<file path="src/hw/btg_pkg.sv">
// Contract
// - Bundle is 128 bits: three 41-bit slots, 5-bit template
// - Six instruction types map to unit kinds
// - Template also encodes stop positions
// - Slot-to-unit mapping follows template pair table
// - Eight template values are undefined
// - Extended slot also takes integer break/nop
// - Extended instruction spans two slots, unit by opcode
// - Lower-addressed bundles precede higher ones
// - Little-endian bundle, template in byte 0
// - Slot order within bundle is 0, 1, 2
// - Fetch, read, execute, update in order
// - Group ends at stop, taken branch, branch faults
// - Other breaks, checks, interruptions do not end group
// - Targets never depend on pre-change instructions
// - Fetch unordered; sync forces fetch after updates
// - Next group reads after previous group updates
// - In-group memory reads see earlier in-group updates
// - In-group register reads see pre-group values
// - Dependencies ignore predicated-off instructions
// - Constant true predicate excluded from dependency checks
// - Earliest exception in a group is reported
package btg_pkg;

    // ========================================
    // Bundle layout
    localparam int BUNDLE_W = 128;
    localparam int SLOT_W = 41;
    localparam int TMPL_W = 5;
    localparam int TMPL_LSB = 0;
    localparam int SLOT0_LSB = 5;
    localparam int SLOT1_LSB = 46;
    localparam int SLOT2_LSB = 87;
    localparam int OPC_LSB = 37;
    localparam int OPC_W = 4;
    localparam int QP_W = 6;

    // ========================================
    // Unit kinds
    typedef enum logic [2:0] {
        BTG_UNIT_NONE = 3'h0,
        BTG_UNIT_MEM = 3'h1,
        BTG_UNIT_INT = 3'h2,
        BTG_UNIT_FLT = 3'h3,
        BTG_UNIT_BR = 3'h4,
        BTG_UNIT_LONG = 3'h5,
        BTG_UNIT_EXT = 3'h6
    } btg_unit_type;

    // Branch-unit opcodes of interest in the extended slot
    localparam logic [3:0] OPC_LONG_BR = 4'hc;
    localparam logic [3:0] OPC_LONG_CALL = 4'hd;
    localparam logic [3:0] OPC_MISC = 4'h0;
    // Integer-unit break and nop, and branch-unit break, sub-opcode field
    localparam int X6_LSB = 27;
    localparam logic [5:0] X6_BREAK = 6'h00;
    localparam logic [5:0] X6_NOP = 6'h01;
    localparam logic [5:0] X6_BR_BREAK = 6'h00;
    // Reserved branch-type opcode
    localparam logic [3:0] OPC_BR_RSV = 4'h3;

    // Issue slot unit for extended slot
    localparam logic [1:0] EXT_TO_INT = 2'h1;
    localparam logic [1:0] EXT_TO_BR = 2'h2;

endpackage : btg_pkg

</file>
<file path="src/hw/btg_decoder.sv">
`timescale 1ns/10ps
module btg_decoder
    import btg_pkg::*;
(
    input wire logic clock_i,
    input wire logic resetn_i,
    input wire logic bundle_valid_i,
    input wire logic [btg_pkg::BUNDLE_W-1:0] bundle_i,
    input wire logic branch_taken_i,
    input wire logic sync_i,
    input wire logic updates_done_i,
    output logic fetch_ready_o,
    output logic issue_valid_o,
    output logic [2:0] slot_valid_o,
    output logic [btg_pkg::SLOT_W-1:0] slot0_o,
    output logic [btg_pkg::SLOT_W-1:0] slot1_o,
    output logic [btg_pkg::SLOT_W-1:0] slot2_o,
    output logic [2:0] unit0_o,
    output logic [2:0] unit1_o,
    output logic [2:0] unit2_o,
    output logic [2:0] stop_o,
    output logic [2:0] group_end_o,
    output logic [1:0] ext_unit_o,
    output logic ext_legacy_o,
    output logic fault_valid_o,
    output logic [1:0] fault_slot_o,
    output logic illegal_tmpl_o,
    output logic group_start_o
);

    // ========================================
    // Bundle split
    logic [TMPL_W-1:0] tmpl;
    logic [SLOT_W-1:0] s0, s1, s2;
    btg_unit_type u0, u1, u2;
    logic [2:0] stops;
    logic undef;
    logic [2:0] ends, flt, leg;
    logic [1:0] ext0, ext1, ext2;
    logic [1:0] first_fault;
    logic [2:0] valid_mask;
    logic [2:0] gend;
    logic sync_wait_reg;
    logic open_group_reg;
    logic pair;

    // Template sits in the lowest bits, i.e. byte 0 of a little-endian
    // bundle.
    assign tmpl = bundle_i[TMPL_LSB +: TMPL_W];
    assign s0 = bundle_i[SLOT0_LSB +: SLOT_W];
    assign s1 = bundle_i[SLOT1_LSB +: SLOT_W];
    assign s2 = bundle_i[SLOT2_LSB +: SLOT_W];

    btg_tmpl_map u_map (
        .tmpl_i(tmpl),
        .unit0_o(u0),
        .unit1_o(u1),
        .unit2_o(u2),
        .stop_o(stops),
        .undef_o(undef)
    );

    btg_slot_class u_c0 (
        .slot_i(s0),
        .unit_i(u0),
        .ends_group_o(ends[0]),
        .fault_o(flt[0]),
        .ext_legacy_o(leg[0]),
        .ext_unit_o(ext0)
    );

    btg_slot_class u_c1 (
        .slot_i(s1),
        .unit_i(u1),
        .ends_group_o(ends[1]),
        .fault_o(flt[1]),
        .ext_legacy_o(leg[1]),
        .ext_unit_o(ext1)
    );

    btg_slot_class u_c2 (
        .slot_i(s2),
        .unit_i(u2),
        .ends_group_o(ends[2]),
        .fault_o(flt[2]),
        .ext_legacy_o(leg[2]),
        .ext_unit_o(ext2)
    );

    // ========================================
    // Earliest fault and slot validity
    // Slots after the first faulting slot are squashed so the earliest
    // exception is the only one reported.
    function automatic logic [1:0] first_set(input logic [2:0] v);
        first_set = v[0] ? 2'h0 : (v[1] ? 2'h1 : 2'h2);
    endfunction : first_set

    always_comb
    begin
        first_fault = first_set(flt);
        valid_mask = 3'b111;
        if (flt[0])
            valid_mask = 3'b001;
        else if (flt[1])
            valid_mask = 3'b011;
        if (undef)
            valid_mask = 3'b000;
    end

    // Group ends at stop or branch-unit fault; other faults do not.
    assign gend = (stops | ends) & valid_mask;

    // Extended pair: slot 2 rides with slot 1, but a stop after the pair
    // must still be seen, so only the slot valid drops it.
    assign pair = (u1 == BTG_UNIT_LONG);

    // ========================================
    // Sync handling: hold fetch until prior updates complete
    always_ff @(posedge clock_i or negedge resetn_i)
    begin
        if (!resetn_i)
            sync_wait_reg <= 1'b0;
        else if (sync_i)
            sync_wait_reg <= 1'b1;
        else if (updates_done_i)
            sync_wait_reg <= 1'b0;
    end

    always_ff @(posedge clock_i or negedge resetn_i)
    begin
        if (!resetn_i)
            fetch_ready_o <= 1'b0;
        else
            fetch_ready_o <= !sync_wait_reg && !sync_i;
    end

    // ========================================
    // Group tracking
    // A taken branch closes the open group so target instructions
    // start fresh and never inherit earlier dependencies.
    always_ff @(posedge clock_i or negedge resetn_i)
    begin
        if (!resetn_i)
            open_group_reg <= 1'b0;
        else if (branch_taken_i)
            open_group_reg <= 1'b0;
        else if (bundle_valid_i && fetch_ready_o && !undef)
            open_group_reg <= !gend[2] && !flt[0] && !flt[1];
    end

    always_ff @(posedge clock_i or negedge resetn_i)
    begin
        if (!resetn_i)
            group_start_o <= 1'b0;
        else
            group_start_o <= bundle_valid_i && fetch_ready_o
                && !undef && !branch_taken_i && !open_group_reg;
    end

    // ========================================
    // Issue register: one bundle per cycle in fetch order, so the
    // issue stage sees fetch, read, execute, update sequencing.
    always_ff @(posedge clock_i or negedge resetn_i)
    begin
        if (!resetn_i)
        begin
            issue_valid_o <= 1'b0;
            slot_valid_o <= 3'h0;
            slot0_o <= '0;
            slot1_o <= '0;
            slot2_o <= '0;
            unit0_o <= 3'h0;
            unit1_o <= 3'h0;
            unit2_o <= 3'h0;
            stop_o <= 3'h0;
            group_end_o <= 3'h0;
            ext_unit_o <= 2'h0;
            ext_legacy_o <= 1'b0;
        end
        else
        begin
            issue_valid_o <= bundle_valid_i && fetch_ready_o
                && !undef && !branch_taken_i;
            slot_valid_o <= valid_mask & {!pair, 2'b11};
            // Slots pass whole, predicate field too, for dependency checks
            slot0_o <= s0;
            slot1_o <= s1;
            slot2_o <= s2;
            unit0_o <= u0;
            unit1_o <= u1;
            unit2_o <= u2;
            stop_o <= stops & valid_mask;
            group_end_o <= gend;
            ext_unit_o <= ext2;
            ext_legacy_o <= leg[2];
        end
    end

    // ========================================
    // Fault report
    always_ff @(posedge clock_i or negedge resetn_i)
    begin
        if (!resetn_i)
        begin
            fault_valid_o <= 1'b0;
            fault_slot_o <= 2'h0;
            illegal_tmpl_o <= 1'b0;
        end
        else
        begin
            fault_valid_o <= bundle_valid_i && fetch_ready_o
                && !branch_taken_i && (undef || (|flt));
            fault_slot_o <= undef ? 2'h0 : first_fault;
            illegal_tmpl_o <= bundle_valid_i && fetch_ready_o
                && !branch_taken_i && undef;
        end
    end

    // Dependency checking belongs to the issue
    // logic; this block only marks group boundaries for it.

endmodule : btg_decoder

</file>
<file path="src/hw/btg_slot_class.sv">
`timescale 1ns/10ps
module btg_slot_class
    import btg_pkg::*;
(
    input wire logic [btg_pkg::SLOT_W-1:0] slot_i,
    input btg_unit_type unit_i,
    output logic ends_group_o,
    output logic fault_o,
    output logic ext_legacy_o,
    output logic [1:0] ext_unit_o
);

    logic [3:0] opc;
    logic [5:0] x6;

    assign opc = slot_i[OPC_LSB +: OPC_W];
    assign x6 = slot_i[X6_LSB +: 6];

    // ========================================
    // Per-slot group-ending events
    // Only branch-type break and reserved branch encodings end a group;
    // breaks and checks in other units fall through.
    always_comb
    begin
        ends_group_o = 1'b0;
        fault_o = 1'b0;
        ext_legacy_o = 1'b0;
        ext_unit_o = EXT_TO_INT;
        if (unit_i == BTG_UNIT_BR)
        begin
            if (opc == OPC_MISC && x6 == X6_BR_BREAK)
            begin
                ends_group_o = 1'b1;
                fault_o = 1'b1;
            end
            else if (opc == OPC_BR_RSV)
            begin
                ends_group_o = 1'b1;
                fault_o = 1'b1;
            end
        end
        if (unit_i == BTG_UNIT_EXT)
        begin
            if (opc == OPC_LONG_BR || opc == OPC_LONG_CALL)
                ext_unit_o = EXT_TO_BR;
            if (opc == OPC_MISC && (x6 == X6_BREAK || x6 == X6_NOP))
                ext_legacy_o = 1'b1;
        end
    end

endmodule : btg_slot_class

</file>
<file path="src/hw/btg_tmpl_map.sv">
`timescale 1ns/10ps
module btg_tmpl_map
    import btg_pkg::*;
(
    input wire logic [btg_pkg::TMPL_W-1:0] tmpl_i,
    output btg_unit_type unit0_o,
    output btg_unit_type unit1_o,
    output btg_unit_type unit2_o,
    output logic [2:0] stop_o,
    output logic undef_o
);

    // ========================================
    // Template decode
    // Stop encoding: odd defined template stops after slot 2; 02/03, 0a/0b
    // carry a mid stop after slot 1 or 0 respectively.
    always_comb
    begin
        unit0_o = BTG_UNIT_MEM;
        unit1_o = BTG_UNIT_INT;
        unit2_o = BTG_UNIT_INT;
        undef_o = 1'b0;
        stop_o = {tmpl_i[0], 2'b00};
        unique case (tmpl_i[4:1])
            4'h0: ;
            4'h1: stop_o[1] = 1'b1;
            4'h2:
            begin
                unit1_o = BTG_UNIT_LONG;
                unit2_o = BTG_UNIT_EXT;
            end
            4'h4: unit1_o = BTG_UNIT_MEM;
            4'h5:
            begin
                unit1_o = BTG_UNIT_MEM;
                stop_o[0] = 1'b1;
            end
            4'h6: unit1_o = BTG_UNIT_FLT;
            4'h7:
            begin
                unit1_o = BTG_UNIT_MEM;
                unit2_o = BTG_UNIT_FLT;
            end
            4'h8: unit2_o = BTG_UNIT_BR;
            4'h9:
            begin
                unit1_o = BTG_UNIT_BR;
                unit2_o = BTG_UNIT_BR;
            end
            4'hb:
            begin
                unit0_o = BTG_UNIT_BR;
                unit1_o = BTG_UNIT_BR;
                unit2_o = BTG_UNIT_BR;
            end
            4'hc:
            begin
                unit1_o = BTG_UNIT_MEM;
                unit2_o = BTG_UNIT_BR;
            end
            4'he:
            begin
                unit1_o = BTG_UNIT_FLT;
                unit2_o = BTG_UNIT_BR;
            end
            default:
            begin
                unit0_o = BTG_UNIT_NONE;
                unit1_o = BTG_UNIT_NONE;
                unit2_o = BTG_UNIT_NONE;
                stop_o = 3'h0;
                undef_o = 1'b1;
            end
        endcase
    end

endmodule : btg_tmpl_map

</file>
<file path="config.mk">
export PLATFORM = sky130hd
export DESIGN_NAME = btg_decoder
export DESIGN_NICKNAME = d
export VERILOG_FILES = /design/src/hw/btg_pkg.sv /design/src/hw/btg_decoder.sv /design/src/hw/btg_slot_class.sv /design/src/hw/btg_tmpl_map.sv
export SDC_FILE = /design/constraint.sdc
export NUM_CORES = 1
export LEC_CHECK = 0
export ABC_AREA = 1
export ABC_CLOCK_PERIOD_IN_PS = 2600
export BUFFER_PORTS_ARGS = -buffer_cell sky130_fd_sc_hd__buf_2
export CORE_AREA = 2 2 112 114
export CTS_BUF_LIST = sky130_fd_sc_hd__clkbuf_16
export DETAILED_ROUTE_END_ITERATION = 7
export DIE_AREA = 0 0 114 116
export PLACE_DENSITY = 0.71
export SLEW_MARGIN = 20
export SYNTH_ARGS = -nofsm -noshare
export SYNTH_HDL_FRONTEND = slang
export SYNTH_SLANG_ARGS = --single-unit
export TNS_END_PERCENT = 1
</file>
<file path="constraint.sdc">
create_clock -name clock_i -period 2.6 [get_ports clock_i]
set_input_delay 0 -clock clock_i [delete_from_list [all_inputs] [get_ports clock_i]]
set_output_delay 0 -clock clock_i [all_outputs]
set_load 0.05 [all_outputs]
</file>
==> impl_metrics.ini <==
[synth]
yosys.area.top_type_share = 0.876
avgSynthCellArea_um2 = 16.4
syn-num-nets = 398
synth_cell_types = 23
synth_cells = 264
synth.area.top_cells = dfrtp_1 (88%), nor2_1 (2.4%), inv_1 (2.2%)
syn-cell-area_um2 = 4340
yosysTopAreaCell = dfrtp_1
synth_seq_cells = 152
ys_warn_count = 0
synth-seq-area-share = 0.876

[routing]
wire_per_inst_um = 16.5
viasPerCell = 4.35
drtIter0Drc = 204
postRouteAntennaNets = 0
drtPass1Iterations = 4
routed_wl_um = 14300
num_vias = 3757
route.detailed.drc = 0

[setup_path]
path_buf_inv = 1
start_kind = register
cp-end-kind = register
crit_type = reg -> reg
cp_max_fo = 2
worst_path_largest_cell_delay_ns = 0.59
reg2reg_from = fetch_ready_o
startpoint = fetch_ready_o
cp_top_family = buffers and inverters
slowest_stage = dlygate4sd3_1
arrival_ns = 1.73
cp_cell_sequence = nand2_1 -> nor2_1 -> dlygate4sd3_1 -> nand3_2 -> o21bai_2
critPathRequiredTime_ns = 2.93

[sta]
fin_crit_ns = 1.40
max_freq_mhz = 715
max_slew.worst_pin.slew_ns = 0.606
finalSetupTns_ns = 0
slew_headroom = 0.596
hold_violations = 0
fin_crit_sh = 0.538
drv_slew = 0
rsz0062_at_grt = no
fin_worst_skew_ns = 0.00190
setup_viol = 0

[clock_tree]
cts-root-buf = clkbuf_16
cts_tree = yes
path_clk_slew_ns = 0.06
cts_sinks = 152
clockBufferDepth = 2
cts_inserted_buffers = 17
htreeDepth = 4
worst_skew_pair.late_latency_ns = 0.40
cts_resized = 0

[grt]
track_usage = 0.218
overflow = 0
grt_first_pass_wirelength_um = 21200
grt_max_degree = 69
antenna_found_initial = 0
busiest_layer = met2
met3_usage = 0.0711
grt_use_met2 = 0.402
grt_pass1_vias = 4115
use_met1 = 0.229

[run_status]
outcome = completed

[placed_design]
port_buffers = 283
gp_congestion = 0.792
dp_hpwl_um = 8760

[cells_and_area]
fin_util = 0.667
fillCellCount = 817
layout-area-overhead-vs-synth_pct = 83.0
drive_gt1_frac = 0.455
diodes = 0
fin_nets = 837
reg_top3 = slot0_o: 41 flops, slot1_o: 41 flops, slot2_o: 41 flops
final_cell_mix = buf_2 (282), dfrtp_1 (152), dlygate4sd3_1 (135), inv_1 (30), nor2_1 (28)
mostFrequentLayoutCell = buf_2

[floorplan]
start_util = 0.364
pin_count = 285
dieArea_um2 = 13200
die_x_um = 114
fp.dieH_um = 116
coreArea_um2 = 11900
rows = 40

[job]
cap_violations = 0

[power]
total_power_w = 0.00605
p_per_area_nw_per_um2 = 762
peakVddDrop_mv = 0.441
p_leak_nw = 4.16

[worst_hold_path]
hp-class = in -> async
## through the flow
| stage | hold WS, ns | area [um2] | setup slack, ns | instances |
|---|---|---|---|---|
| 4_1_cts | 0.166 | 7950 | 1.22 | 863 |
| 2_1_floorplan | -0.296 | 4340 | 1.38 | 264 |
| 3_5_place_dp | 0.0357 | 5970 | 1.51 | 696 |
| 5_1_grt | 0.214 | 7950 | 1.10 | 863 |
| 3_3_place_gp | 0.0228 | 5970 | 1.58 | 696 |
| 6_report | 0.158 | 7950 | 1.20 | 863 |
## cell usage after synthesis, drive strengths merged
cell type,n
dfrtp,152
conb,1
o21ai,7
inv,27
nand3,7
buf,1
nor2,31
o21bai,2
nand2,25
a21oi,5
o211ai,1
nor3,3
nor4,1
o22ai,1
## cell type report
| cell class | count | area [um2] | share of cell area |
|---|---|---|---|
| inverters | 27 | 101 | 0.0128 |
| repair buffers | 421 | 2810 | 0.354 |
| well taps | 147 | 184 | 0.0231 |
| clock inverters | 15 | 194 | 0.0244 |
| flip-flops and latches | 152 | 3800 | 0.479 |
| clock buffers | 17 | 425 | 0.0535 |
| multi-input cells | 84 | 428 | 0.0539 |
## routing by layer
| metal | wire length (um) | part of all wire |
|---|---|---|
| met1 | 5180 | 0.36 |
| met2 | 7740 | 0.54 |
| met3 | 979 | 0.069 |
| met4 | 360 | 0.025 |
| met5 | 0 | 0 |
## report_power, final
part | switching (W) | internal (W) | leakage, nW | total, W
Clock | 0.000885 | 0.00167 | 0.318 | 0.00256
Combinational | 0.000663 | 0.000311 | 2.04 | 0.000974
Sequential | 0.0000366 | 0.00249 | 1.80 | 0.00252
Total | 0.00158 | 0.00447 | 4.16 | 0.00605
## logic make-up after synthesis
family,after synthesis,synth area share
AO/OA/AOI/OAI,16,0.0222
buffers and inverters,28,0.0251
flip-flops,152,0.876
other,1,0.000864
AND/OR/NAND/NOR,67,0.0755
## worst paths after layout
check | slack (ns) | to | cells past startpoint
max in group asynchronous | 1.74 | slot0_o[32] | 3
max reg2reg | 1.20 | open_group_reg | 5
min in group clock_i | 0.23 | slot1_o[10] | 2
min reg2reg | 0.43 | fetch_ready_o | 1
min | 0.16 | slot2_o[19] | 2
max | 1.20 | open_group_reg | 5
## repair_timing
action | CTS | global route
setup buffers | 0 | 0
hold buffers | 135 | 0
endpoints found under the hold margin | 212 | 0
## worst reg2reg max path, stage by stage (launching register included)
cell           delay, ns
dfrtp_1             0.34
nand2_1             0.07
nor2_1              0.13
dlygate4sd3_1       0.59
nand3_2             0.08
o21bai_2            0.11
No activity file was read; power rests on OpenSTA's default activity.
